--- src/bsl_consts.svh ---
`ifndef BSL_CONSTS_SVH
`define BSL_CONSTS_SVH

// flash geometry in words, and boot section size per boot_size_fuse code
`define BSL_FLASH_WORDS 14'h2000
`define BSL_BOOT_WORDS_0 14'h0400
`define BSL_BOOT_WORDS_1 14'h0200
`define BSL_BOOT_WORDS_2 14'h0100
`define BSL_BOOT_WORDS_3 14'h0080
`define BSL_APP_RESET 13'h0000

// register byte offsets
`define BSL_OFF_LOCK 8'h00
`define BSL_OFF_FUSE 8'h04
`define BSL_OFF_STAT 8'h08

// lock byte fields, 1 = unprogrammed
`define BSL_APP_STORE 0
`define BSL_APP_LOAD 1
`define BSL_BOOT_STORE 2
`define BSL_BOOT_LOAD 3
`define BSL_GEN_LOCK_LO 4
`define BSL_GEN_LOCK_HI 5
`define BSL_LOCK_ERASED 8'hFF

// status fields
`define BSL_ST_STORE_BLK 0
`define BSL_ST_LOAD_BLK 1
`define BSL_ST_RST 2'h0

`define BSL_RESP_OKAY 2'h0
`define BSL_RESP_SLVERR 2'h2

`endif

--- src/bsl_pkg.sv ---
package bsl_pkg;

	typedef logic [12:0] bsl_word_t;

	// one program-memory access from the core; addr is a byte address
	typedef struct packed {
		logic valid;
		logic [13:0] addr;
	} bsl_acc_s;

	typedef enum logic {
		BSL_SECT_APP,
		BSL_SECT_BOOT
	} bsl_sect_e;

endpackage : bsl_pkg

--- src/bsl_guard.sv ---
`timescale 1ns/1ns
`include "bsl_consts.svh"
// How it works
// - app lock 11: app accesses unrestricted
// - app store lock programmed: block app stores
// - app load lock: block boot-code loads of app
// - app modes 3,4: mask irqs in app
// - boot lock 11: boot accesses unrestricted
// - boot store lock programmed: block boot stores
// - boot load lock: block app-code loads of boot
// - boot modes 3,4: mask irqs in boot
// - lock bits only erased to 1 by chip erase
// - general write lock ignores stores; here the general lock bits are stored but gate no store
// - general read/write lock ignores loads, stores; here the general lock bits gate no load or store
// - reset vector chosen by boot reset fuse
// - core can never alter fuses
// - boot size fuse sets section boundary
// - stores start programming only from boot code
module bsl_guard import bsl_pkg::*; (
	input wire logic clock,
	input wire logic rst,
	input wire logic [7:0] s_axi_awaddr,
	input wire logic s_axi_awvalid,
	output logic s_axi_awready,
	input wire logic [31:0] s_axi_wdata,
	input wire logic [3:0] s_axi_wstrb,
	input wire logic s_axi_wvalid,
	output logic s_axi_wready,
	output logic [1:0] s_axi_bresp,
	output logic s_axi_bvalid,
	input wire logic s_axi_bready,
	input wire logic [7:0] s_axi_araddr,
	input wire logic s_axi_arvalid,
	output logic s_axi_arready,
	output logic [31:0] s_axi_rdata,
	output logic [1:0] s_axi_rresp,
	output logic s_axi_rvalid,
	input wire logic s_axi_rready,
	input wire logic [7:0] nv_lock_image,
	input wire logic prog_lock_wr,
	input wire logic [7:0] prog_lock_data,
	input wire logic chip_erase,
	input wire logic boot_reset_vector_fuse,
	input wire logic [1:0] boot_size_fuse,
	input wire bsl_word_t pc,
	input wire logic vectors_in_boot,
	input wire bsl_acc_s store_req,
	output logic store_allow,
	input wire bsl_acc_s load_req,
	output logic load_allow,
	output logic irq_mask,
	output logic flash_store_go,
	output bsl_word_t flash_store_addr,
	output bsl_word_t reset_vector
);

	logic [13:0] boot_words;
	logic [13:0] app_words;
	bsl_sect_e pc_sect;
	bsl_sect_e st_sect;
	bsl_sect_e ld_sect;

	always_comb begin
		unique case (boot_size_fuse)
			2'h0: boot_words = `BSL_BOOT_WORDS_0;
			2'h1: boot_words = `BSL_BOOT_WORDS_1;
			2'h2: boot_words = `BSL_BOOT_WORDS_2;
			2'h3: boot_words = `BSL_BOOT_WORDS_3;
		endcase
		app_words = `BSL_FLASH_WORDS - boot_words;
		// word compares; load and store addresses are bytes
		pc_sect = ({1'b0, pc} >= app_words) ? BSL_SECT_BOOT : BSL_SECT_APP;
		st_sect = ({1'b0, store_req.addr[13:1]} >= app_words) ? BSL_SECT_BOOT
			: BSL_SECT_APP;
		ld_sect = ({1'b0, load_req.addr[13:1]} >= app_words) ? BSL_SECT_BOOT
			: BSL_SECT_APP;
	end

	logic [7:0] lock_q, lock_d;
	logic [1:0] stat_q, stat_d;
	logic go_q, go_d;
	bsl_word_t go_addr_q, go_addr_d;
	bsl_word_t rv_q, rv_d;
	logic st_lock_ok;
	logic ld_blocked;

	// general lock bits are stored but deliberately gate nothing here
	always_comb begin
		st_lock_ok = (st_sect == BSL_SECT_BOOT) ? lock_q[`BSL_BOOT_STORE]
			: lock_q[`BSL_APP_STORE];
		store_allow = store_req.valid && (pc_sect == BSL_SECT_BOOT)
			&& st_lock_ok;
		ld_blocked = ((pc_sect == BSL_SECT_BOOT) && (ld_sect == BSL_SECT_APP)
			&& !lock_q[`BSL_APP_LOAD])
			|| ((pc_sect == BSL_SECT_APP) && (ld_sect == BSL_SECT_BOOT)
			&& !lock_q[`BSL_BOOT_LOAD]);
		load_allow = load_req.valid && !ld_blocked;
		irq_mask = ((pc_sect == BSL_SECT_APP) && vectors_in_boot
			&& !lock_q[`BSL_APP_LOAD])
			|| ((pc_sect == BSL_SECT_BOOT) && !vectors_in_boot
			&& !lock_q[`BSL_BOOT_LOAD]);
	end

	// axi write channel state
	logic aw_have_q, aw_have_d;
	logic [7:0] awaddr_q, awaddr_d;
	logic w_have_q, w_have_d;
	logic [31:0] wdata_q, wdata_d;
	logic [3:0] wstrb_q, wstrb_d;
	logic bvalid_q, bvalid_d;
	logic [1:0] bresp_q, bresp_d;
	logic wr_fire;
	logic wr_lock;
	logic wr_stat;

	always_comb begin
		s_axi_awready = !aw_have_q;
		s_axi_wready = !w_have_q;
		wr_fire = aw_have_q && w_have_q && !bvalid_q;
		wr_lock = wr_fire && (awaddr_q == `BSL_OFF_LOCK) && wstrb_q[0];
		wr_stat = wr_fire && (awaddr_q == `BSL_OFF_STAT) && wstrb_q[0];
		aw_have_d = aw_have_q;
		awaddr_d = awaddr_q;
		w_have_d = w_have_q;
		wdata_d = wdata_q;
		wstrb_d = wstrb_q;
		bvalid_d = bvalid_q;
		bresp_d = bresp_q;
		if (s_axi_awvalid && s_axi_awready) begin
			aw_have_d = 1'b1;
			awaddr_d = s_axi_awaddr;
		end
		if (s_axi_wvalid && s_axi_wready) begin
			w_have_d = 1'b1;
			wdata_d = s_axi_wdata;
			wstrb_d = s_axi_wstrb;
		end
		if (wr_fire) begin
			aw_have_d = 1'b0;
			w_have_d = 1'b0;
			bvalid_d = 1'b1;
			// fuse word is read-only to the core, so a write is refused
			bresp_d = ((awaddr_q == `BSL_OFF_LOCK) || (awaddr_q == `BSL_OFF_STAT))
				? `BSL_RESP_OKAY : `BSL_RESP_SLVERR;
		end else if (bvalid_q && s_axi_bready) begin
			bvalid_d = 1'b0;
		end
	end

	always_ff @(posedge clock) begin
		if (rst) begin
			aw_have_q <= 1'b0;
			awaddr_q <= 8'h00;
			w_have_q <= 1'b0;
			wdata_q <= 32'h00000000;
			wstrb_q <= 4'h0;
			bvalid_q <= 1'b0;
			bresp_q <= `BSL_RESP_OKAY;
		end else begin
			aw_have_q <= aw_have_d;
			awaddr_q <= awaddr_d;
			w_have_q <= w_have_d;
			wdata_q <= wdata_d;
			wstrb_q <= wstrb_d;
			bvalid_q <= bvalid_d;
			bresp_q <= bresp_d;
		end
	end

	// axi read channel state
	logic rvalid_q, rvalid_d;
	logic [31:0] rdata_q, rdata_d;
	logic [1:0] rresp_q, rresp_d;

	always_comb begin
		s_axi_arready = !rvalid_q;
		rvalid_d = rvalid_q;
		rdata_d = rdata_q;
		rresp_d = rresp_q;
		if (s_axi_arvalid && s_axi_arready) begin
			rvalid_d = 1'b1;
			rresp_d = `BSL_RESP_OKAY;
			unique case (s_axi_araddr)
				`BSL_OFF_LOCK: rdata_d = {24'h000000, lock_q};
				`BSL_OFF_FUSE: rdata_d = {29'h00000000, boot_size_fuse,
					boot_reset_vector_fuse};
				`BSL_OFF_STAT: rdata_d = {30'h00000000, stat_q};
				default: begin
					rdata_d = 32'h00000000;
					rresp_d = `BSL_RESP_SLVERR;
				end
			endcase
		end else if (rvalid_q && s_axi_rready) begin
			rvalid_d = 1'b0;
		end
	end

	always_ff @(posedge clock) begin
		if (rst) begin
			rvalid_q <= 1'b0;
			rdata_q <= 32'h00000000;
			rresp_q <= `BSL_RESP_OKAY;
		end else begin
			rvalid_q <= rvalid_d;
			rdata_q <= rdata_d;
			rresp_q <= rresp_d;
		end
	end

	// lock byte: software and programmer can only clear bits (program)
	always_comb begin
		lock_d = lock_q;
		if (wr_lock) begin
			lock_d = lock_d & wdata_q[7:0];
		end
		if (prog_lock_wr) begin
			lock_d = lock_d & prog_lock_data;
		end
		if (chip_erase) begin
			lock_d = `BSL_LOCK_ERASED;
		end
		// sticky block flags, set wins over a write-one clear
		stat_d = stat_q;
		if (wr_stat) begin
			stat_d = stat_d & ~wdata_q[1:0];
		end
		stat_d[`BSL_ST_STORE_BLK] = stat_d[`BSL_ST_STORE_BLK]
			| (store_req.valid && !store_allow);
		stat_d[`BSL_ST_LOAD_BLK] = stat_d[`BSL_ST_LOAD_BLK]
			| (load_req.valid && !load_allow);
		// blocked store simply never reaches the flash, core runs on
		go_d = store_allow;
		go_addr_d = store_allow ? store_req.addr[13:1] : go_addr_q;
		rv_d = boot_reset_vector_fuse ? `BSL_APP_RESET
			: app_words[12:0];
	end

	// lock byte lives in nonvolatile cells, so reset reloads its image
	always_ff @(posedge clock) begin
		if (rst) begin
			lock_q <= nv_lock_image;
			stat_q <= `BSL_ST_RST;
			go_q <= 1'b0;
			go_addr_q <= `BSL_APP_RESET;
			rv_q <= `BSL_APP_RESET;
		end else begin
			lock_q <= lock_d;
			stat_q <= stat_d;
			go_q <= go_d;
			go_addr_q <= go_addr_d;
			rv_q <= rv_d;
		end
	end

	assign s_axi_bvalid = bvalid_q;
	assign s_axi_bresp = bresp_q;
	assign s_axi_rvalid = rvalid_q;
	assign s_axi_rdata = rdata_q;
	assign s_axi_rresp = rresp_q;
	assign flash_store_go = go_q;
	assign flash_store_addr = go_addr_q;
	assign reset_vector = rv_q;

	app_free_a: assert property (@(posedge clock) disable iff (rst)
		(lock_q[1:0] == 2'h3 && load_req.valid && ld_sect == BSL_SECT_APP)
		|-> load_allow)
		else $error("app load refused with app locks open");

	boot_free_a: assert property (@(posedge clock) disable iff (rst)
		(lock_q[3:2] == 2'h3 && load_req.valid && ld_sect == BSL_SECT_BOOT)
		|-> load_allow)
		else $error("boot load refused with boot locks open");

	app_store_a: assert property (@(posedge clock) disable iff (rst)
		(!lock_q[`BSL_APP_STORE] && st_sect == BSL_SECT_APP) |=> !go_q)
		else $error("store reached locked app section");

	app_load_a: assert property (@(posedge clock) disable iff (rst)
		(!lock_q[`BSL_APP_LOAD] && pc_sect == BSL_SECT_BOOT
		&& ld_sect == BSL_SECT_APP) |-> !load_allow)
		else $error("boot code read locked app section");

	app_irq_a: assert property (@(posedge clock) disable iff (rst)
		(!lock_q[`BSL_APP_LOAD] && vectors_in_boot && pc_sect == BSL_SECT_APP)
		|-> irq_mask)
		else $error("irq not masked in app section");

	boot_store_a: assert property (@(posedge clock) disable iff (rst)
		(!lock_q[`BSL_BOOT_STORE] && st_sect == BSL_SECT_BOOT) |=> !go_q)
		else $error("store reached locked boot section");

	boot_load_a: assert property (@(posedge clock) disable iff (rst)
		(!lock_q[`BSL_BOOT_LOAD] && pc_sect == BSL_SECT_APP
		&& ld_sect == BSL_SECT_BOOT) |-> !load_allow)
		else $error("app code read locked boot section");

	boot_irq_a: assert property (@(posedge clock) disable iff (rst)
		(!lock_q[`BSL_BOOT_LOAD] && !vectors_in_boot && pc_sect == BSL_SECT_BOOT)
		|-> irq_mask)
		else $error("irq not masked in boot section");

	lock_sticky_a: assert property (@(posedge clock) disable iff (rst)
		(!chip_erase) |=> ((lock_q & ~$past(lock_q)) == 8'h00))
		else $error("lock bit unprogrammed without erase");

	erase_lock_a: assert property (@(posedge clock) disable iff (rst)
		chip_erase |=> (lock_q == `BSL_LOCK_ERASED))
		else $error("chip erase did not clear locks");

	reset_vec_a: assert property (@(posedge clock) disable iff (rst)
		boot_reset_vector_fuse |=> (reset_vector == `BSL_APP_RESET))
		else $error("reset vector wrong for unprogrammed fuse");

	reset_boot_a: assert property (@(posedge clock) disable iff (rst)
		!boot_reset_vector_fuse
		|=> (reset_vector == $past(app_words[12:0])))
		else $error("reset vector not at boot start");

	fuse_ro_a: assert property (@(posedge clock) disable iff (rst)
		(wr_fire && awaddr_q == `BSL_OFF_FUSE)
		|=> (s_axi_bresp == `BSL_RESP_SLVERR))
		else $error("fuse write not refused");

	app_pc_a: assert property (@(posedge clock) disable iff (rst)
		(store_req.valid && pc_sect == BSL_SECT_APP) |=> !go_q ##1 1'b1)
		else $error("store from app code started programming");

	blk_flag_a: assert property (@(posedge clock) disable iff (rst)
		(store_req.valid && !store_allow) |=> stat_q[`BSL_ST_STORE_BLK])
		else $error("blocked store not flagged");

	bresp_wait_a: assert property (@(posedge clock) disable iff (rst)
		(s_axi_bvalid && !s_axi_bready) |=> s_axi_bvalid)
		else $error("write response dropped early");

	store_go_c: cover property (@(posedge clock) disable iff (rst)
		store_allow ##1 flash_store_go);
	load_blk_c: cover property (@(posedge clock) disable iff (rst)
		load_req.valid && ld_blocked);
	irq_mask_c: cover property (@(posedge clock) disable iff (rst)
		irq_mask);
	lock_wr_c: cover property (@(posedge clock) disable iff (rst)
		wr_lock ##1 (lock_q != $past(lock_q)));

endmodule : bsl_guard

--- config.mk ---
export PLATFORM = sky130hd
export DESIGN_NAME = bsl_guard
export DESIGN_NICKNAME = d
export VERILOG_FILES = /design/src/bsl_pkg.sv /design/src/bsl_guard.sv
export VERILOG_INCLUDE_DIRS = /design/src
export SDC_FILE = /design/constraint.sdc
export NUM_CORES = 1
export LEC_CHECK = 0
export ABC_CLOCK_PERIOD_IN_PS = 2800
export BUFFER_PORTS_ARGS = -buffer_cell sky130_fd_sc_hd__buf_2
export CORE_MARGIN = 8
export CORE_UTILIZATION = 43
export DETAILED_ROUTE_END_ITERATION = 8
export PLACE_DENSITY = 0.8
export SLEW_MARGIN = 15
export SYNTH_ARGS = -nofsm -noshare
export SYNTH_HDL_FRONTEND = slang
export SYNTH_SLANG_ARGS = --single-unit
export TNS_END_PERCENT = 5
--- constraint.sdc ---
create_clock -name clock -period 2.8 [get_ports clock]
set_input_delay 0.14 -clock clock [delete_from_list [all_inputs] [get_ports clock]]
set_output_delay 0.14 -clock clock [all_outputs]
set_load 0.01 [all_outputs]
After elaboration in Yosys (flattened, before gate mapping)
Cells that the tools add are included.
- input bits: 124
- word-level logic and storage cells: 95
- flip-flop bits (word level): 94
- output and inout port bits: 71
- magnitude comparators: 3
- bitwise gates (word level): 8
- multiplexer cells: 17
- reduce and logical (&&, ||, !) cells: 45
- add/subtract/negate cells: 1
- equality and inequality tests: 6
- operators by type and width (kind ; count):
    $pmux 14 s4 ; 1
    $ge 13x14->1 ; 3
    $mux 8 ; 4
    $logic_and 1x1->1 ; 24
    $pmux 8 s3 ; 1
    $and 8x8->8 ; 2
    $eq 8x4->1 const B ; 2
    $logic_not 8->1 ; 2
    $sub 14x14->14 const A ; 1
    $logic_not 1->1 ; 10
    $eq 8x3->1 const B ; 1
    $mux 1 ; 8
    $mux 2 ; 3
    $eq 2x2->1 const B ; 2
    $reduce_bool 2->1 ; 2
    $reduce_or 2->1 ; 2
    $logic_or 1x1->1 ; 3
    $reduce_or 3->1 ; 1
    $and 2x2->2 ; 1
    $eq 2x1->1 const B ; 1
    $logic_not 2->1 ; 1
    $not 1->1 ; 2
    $not 2->2 ; 1
    $or 1x1->1 ; 2

Longest topological paths before layout
- word-level depth: 14
- mapped depth: 13
- depth with buffers taken out: 11

Least setup slack after synthesis
Ideal clock, no wire load.
- path kind: input -> register
- start point: in boot_size_fuse[0]
- end point: reg go_addr_q[10], in the netlist flash_store_addr[10]
- setup time: 0.132 ns
- setup slack: 0.497 ns
- path buffers: 2
- required time: 2.668 ns
- cell stages on the path: 13
- arrival time: 2.171 ns
- cell sequence: nand2_1 ha_1 nand2_1 inv_1 ha_1 a211o_1 a311oi_1 a211oi_2 or4b_4 buf_6 buf_6 nand3_1 a21oi_1
- cells in the longest elaborated chain, start to end: 7
- elaborated cells on any way between the ends: 13
- classes of those cells: add/sub (1); order compare (2); eq/ne (3); mux (4); reduce/logical (3)
- RTL lines (element ; RTL line ; text):
    from (decl) ; bsl_guard.sv:44 ; input wire logic [1:0] boot_size_fuse,
    $eq 2x2->1 (tied with other cells) ; bsl_guard.sv:64 ; unique case (boot_size_fuse)
    $pmux 14 s4 * ; bsl_guard.sv:64 ;
    $sub 14x14->14 (no source line) * ; - ;
    $ge 13x14->1, on equally long branches ; bsl_guard.sv:73, bsl_guard.sv:72 ;
    $mux 1, on equally long branches ; bsl_guard.sv:73, bsl_guard.sv:72 ;
    $mux 1 or $logic_and 1x1->1 (tied branches) ; bsl_guard.sv:89, bsl_guard.sv:91 ;
    $logic_and 1x1->1 * ; bsl_guard.sv:92 ; && st_lock_ok;
    to (signal assigned) ; bsl_guard.sv:244 ; go_addr_q <= `BSL_APP_RESET;
    to (signal assigned) ; bsl_guard.sv:250 ; go_addr_q <= go_addr_d;
    to (decl) ; bsl_guard.sv:82 ; bsl_word_t go_addr_q, go_addr_d;
Mark *: on every way between the ends. The rest lies on a longest branch, timed or not. The select of a mux whose other input is x is not followed.
A chain may end at the register's enable or synchronous reset.

Worst setup path after layout
- start point: in boot_size_fuse[1]
- end point: out load_allow
- cells in the longest elaborated chain, start to end: 11
- elaborated cells on any way between the ends: 19
- classes of those cells: add/sub (1); order compare (2); eq/ne (3); mux (3); bitwise (2); reduce/logical (8)
- RTL lines (element ; RTL line ; text):
    $eq 2x2->1 (tied with other cells) ; bsl_guard.sv:64 ;
    $pmux 14 s4 * ; bsl_guard.sv:64 ;
    $sub 14x14->14 (no source line) * ; - ;
    net app_words[7] ; bsl_guard.sv:58 ; logic [13:0] app_words;
    $ge 13x14->1, on equally long branches ; bsl_guard.sv:75, bsl_guard.sv:72 ;
    $mux 1, on equally long branches ; bsl_guard.sv:75, bsl_guard.sv:72 ;
    $not 1->1, on equally long branches ; bsl_guard.sv:93, bsl_guard.sv:95 ;
    $logic_and 1x1->1, on equally long branches (2 in series) ; bsl_guard.sv:93, bsl_guard.sv:95 ;
    $logic_or 1x1->1 * ; bsl_guard.sv:93 ; ld_blocked = ((pc_sect == BSL_SECT_BOOT) && (ld_sect == BSL_SECT_APP)
    $logic_not 1->1 * ; bsl_guard.sv:97 ; load_allow = load_req.valid && !ld_blocked;
    $logic_and 1x1->1 * ; bsl_guard.sv:97 ;
    to (decl) ; bsl_guard.sv:50 ; output logic load_allow,
The timed path passes the listed nets; every way through them passes the cells marked *. The select of a mux whose other input is x is not followed.

==> impl_metrics.py <==
metrics = {
    "power": {
        "seqPwrFrac_pct": 45.2,
        "clockPowerShare_pct": 38.3,
        "p_switching_uw": 573,
        "pwr_density_cell_nw_per_um2": 523,
        "internal-power_uw": 1500,
        "pwr-share-comb_pct": 16.4,
        "p_leak_uw": 0.00191,
        "swShare_pct": 27.6,
        "ir_drop_uv": 356,
    },
    "setup_path": {
        "cp_top_family": "simple AND/OR/NAND/NOR gates",
        "critical_path.cell_chain": "buf_2, nand2_1, inv_1, ha_1, or4b_2, o221ai_1, a31oi_1, o22ai_1, mux2i_1, and2_1, buf_2",
        "cp_num_cells": 11,
        "arrival_ns": 2.46,
        "worstPathRequired_ns": 2.66,
        "worst_r2r_path_depth": 5,
        "crit_type": "in -> out",
        "start_kind": "input pin",
        "crit_path_frequent_cell": "buf_2",
        "worstSetupEndpointType": "output pin",
        "path_max_fanout": 5,
        "crit_slowest_cell": "or4b_2",
        "cp_num_buf_inv": 3,
        "max_stage_delay_ns": 0.58,
    },
    "sta": {
        "max_slew_margin_pct": 40.7,
        "final-hold-violation-count": 0,
        "tightest_slew_ns": 0.888,
        "rsz0062_at_grt": "false",
        "timing.final.crit_share_pct": 93.0,
        "holdWs_ns": 0.0303,
        "skew_ns": 0.0102,
        "clock.fmax_ghz": 0.384,
        "period_minus_slack_ns": 2.60,
        "setup_viol": 0,
        "tns_ns": 0,
        "drv_slew": 0,
    },
    "synth": {
        "synth_seq_cells": 61,
        "synthDistinctLibCells": 41,
        "yosysWarnings": 0,
        "yosysTopAreaCellShare_pct": 39.1,
        "synth_area_um2": 3120,
        "yosysTopAreaCell": "dfxtp_1",
        "yosys_most_used_dff": "dfxtp_1",
        "synth_edf_count": 0,
        "ys_top_cells_by_area": "dfxtp_1, buf_4, a21oi_1, ha_1, nor2_1",
        "avgSynthCellArea_um2": 8.65,
        "syn_inst": 361,
        "async_reset_ff_share_pct": 0,
        "synth_seq_area_share_pct": 39.1,
    },
    "drt": {
        "vias": 2882,
        "ant_nets": 0,
        "dr.pass1.iters": 5,
        "drt-initial-drc-count": 83,
        "drt_wl_total_mm": 8.89,
        "via_per_inst": 4.80,
        "wl_per_cell_um": 14.8,
        "drc": 0,
    },
    "min_path": {
        "whs_path_depth": 3,
        "hold_path_class": "in -> reg",
    },
    "cells_and_area": {
        "drive_above_1_share_pct": 31.8,
        "area_growth_pct": 26.9,
        "nNetsFinal": 633,
        "mostFrequentLayoutCells": "buf_2, dfxtp_1, a21oi_1, conb_1, nor2_1",
        "final_common_cell": "buf_2",
        "post-route-util_pct": 55.5,
    },
    "floorplanning": {
        "die-area_um2": 10200,
        "start_util_pct": 43.8,
        "boundaryPins": 195,
        "chipWidth_um": 101,
        "die_h_um": 101,
        "fp-row-count": 31,
        "core_area_um2": 7140,
    },
    "grt": {
        "grt_use_total_pct": 17.4,
        "grt_max_degree": 41,
        "grt_antenna_before_repair": 1,
        "grt_pass1_vias": 2973,
        "grt_pass1_wl_mm": 14.0,
        "grt.overflow.total": 0,
    },
    "clock_tree": {
        "root_buffer": "clkbuf_8",
        "clk_path_buf_depth": 2,
        "cts_buffers": 9,
        "clk_pin_slew_ns": 0.07,
        "clock_sinks": 61,
        "cts.hold.buffers_added": 1,
        "postCtsSetupBuffers": 0,
        "cts_repair_resize_count": 0,
        "clk-insertion-delay-late_ns": 0.34,
        "cts_tree": "yes",
        "htreeDepth": 3,
    },
    "placed_design": {
        "port_buffers": 132,
        "hpwl_mm": 7.07,
        "gp_congestion": 0.818,
    },
    "run": {
        "drv_cap": 0,
    },
    "run_status": {
        "run_status": "finished, final reports clean",
    },
}
-- stage by stage --
| stage | setup WS (ns) | cells | total power, uW | area [um2] |
|---|---|---|---|---|
| after floorplan | 0.497 | 397 | 1190 | 3260 |
| after global placement | 0.205 | 582 | 1280 | 3750 |
| after detailed placement | 0.152 | 582 | 1300 | 3750 |
| after CTS | 0.176 | 599 | 2090 | 3960 |
| after global routing | 0.0150 | 600 | 2190 | 3960 |
| final | 0.197 | 600 | 2070 | 3960 |
-- synthesized netlist by cell type (2+ instances only) --
library cell	number
buf_6	4
xnor2_1	2
o221ai_1	9
a21bo_1	12
nand2b_1	3
buf_2	2
o22ai_1	2
buf_4	33
or4_1	2
dfxtp_1	61
o21ai_0	6
a22oi_1	7
nor4_1	6
nor2b_1	12
nand3_1	14
inv_1	13
nand2_1	30
ha_1	14
nor2_1	33
mux2i_1	12
nand4_1	4
a21oi_1	39
a21o_1	3
a211oi_1	2
nor3_1	7
clkbuf_1	12
and2_1	3
-- power by group through the flow --
stage               clock (uW)  combinational [uW]  sequential (uW)
floorplan                    0                 232              959
global placement             0                 328              956
CTS                        816                 340              939
global route               858                 385              944
finish                     795                 340              938
detailed placement           0                 338              958
-- worst reg2reg max path: cells and delay by family (launching register included) --
| kind | cells | cell delay (ns) |
|---|---|---|
| and+or+nand+nor | 3 | 1.38 |
| DFF | 1 | 0.31 |
| AOI/OAI and AO/OA | 2 | 0.47 |
-- worst paths after layout --
kind	from	endpoint	slack, ns
worst min register to register	wdata_q[7]$_SDFFE_PP0P_	wdata_q[7]$_SDFFE_PP0P_	0.46
worst max register to register	awaddr_q[4]$_SDFFE_PP0P_	lock_q[0]$_DFF_P_	0.51
worst max-delay path	boot_size_fuse[1]	load_allow	0.20
worst min-delay path	nv_lock_image[4]	lock_q[4]$_DFF_P_	0.03
-- sequential cells by signal (all words and copies together) (netlist names) --
name              flops
flash_store_addr     13
flash_store_go        1
reset_vector          6
wstrb_q               1
stat_q                2
s_axi_bvalid          1
s_axi_rvalid          1
aw_have_q             1
wdata_q               8
s_axi_rdata           8
awaddr_q              8
lock_q                8
s_axi_rresp           1
s_axi_bresp           1
w_have_q              1
-- kinds of logic after synthesis --
group | share of synthesized area, %
muxes | 3.85
AOI/OAI and AO/OA | 19.1
DFF | 39.1
xor gates and xnor gates | 0.561
adders and majority gates | 5.61
other | 0.120
buffers and inverters | 12.7
and+or+nand+nor | 19.0
-- cell type report --
| cell class | instances | area (um2) |
|---|---|---|
| fill | 702 | 3170 |
| multi-input combinational | 272 | 1650 |
| sequential | 61 | 1220 |
| timing repair buffer | 138 | 721 |
| clock buffer | 11 | 141 |
| tap | 99 | 124 |
| clock inverter | 5 | 58.8 |
| inverter | 13 | 48.8 |
| antenna | 1 | 2.50 |
-- layer usage --
layer  routed length [um]  up-vias  global-route usage (%)
li1                     -     1465                       -
met1                 3640     1302                    20.1
met2                 4500       99                    28.9
met3                  534       16                    4.40
met4                  216        0                    9.28
met5                    0        -                       0
Power figures use the tool's default switching activity.
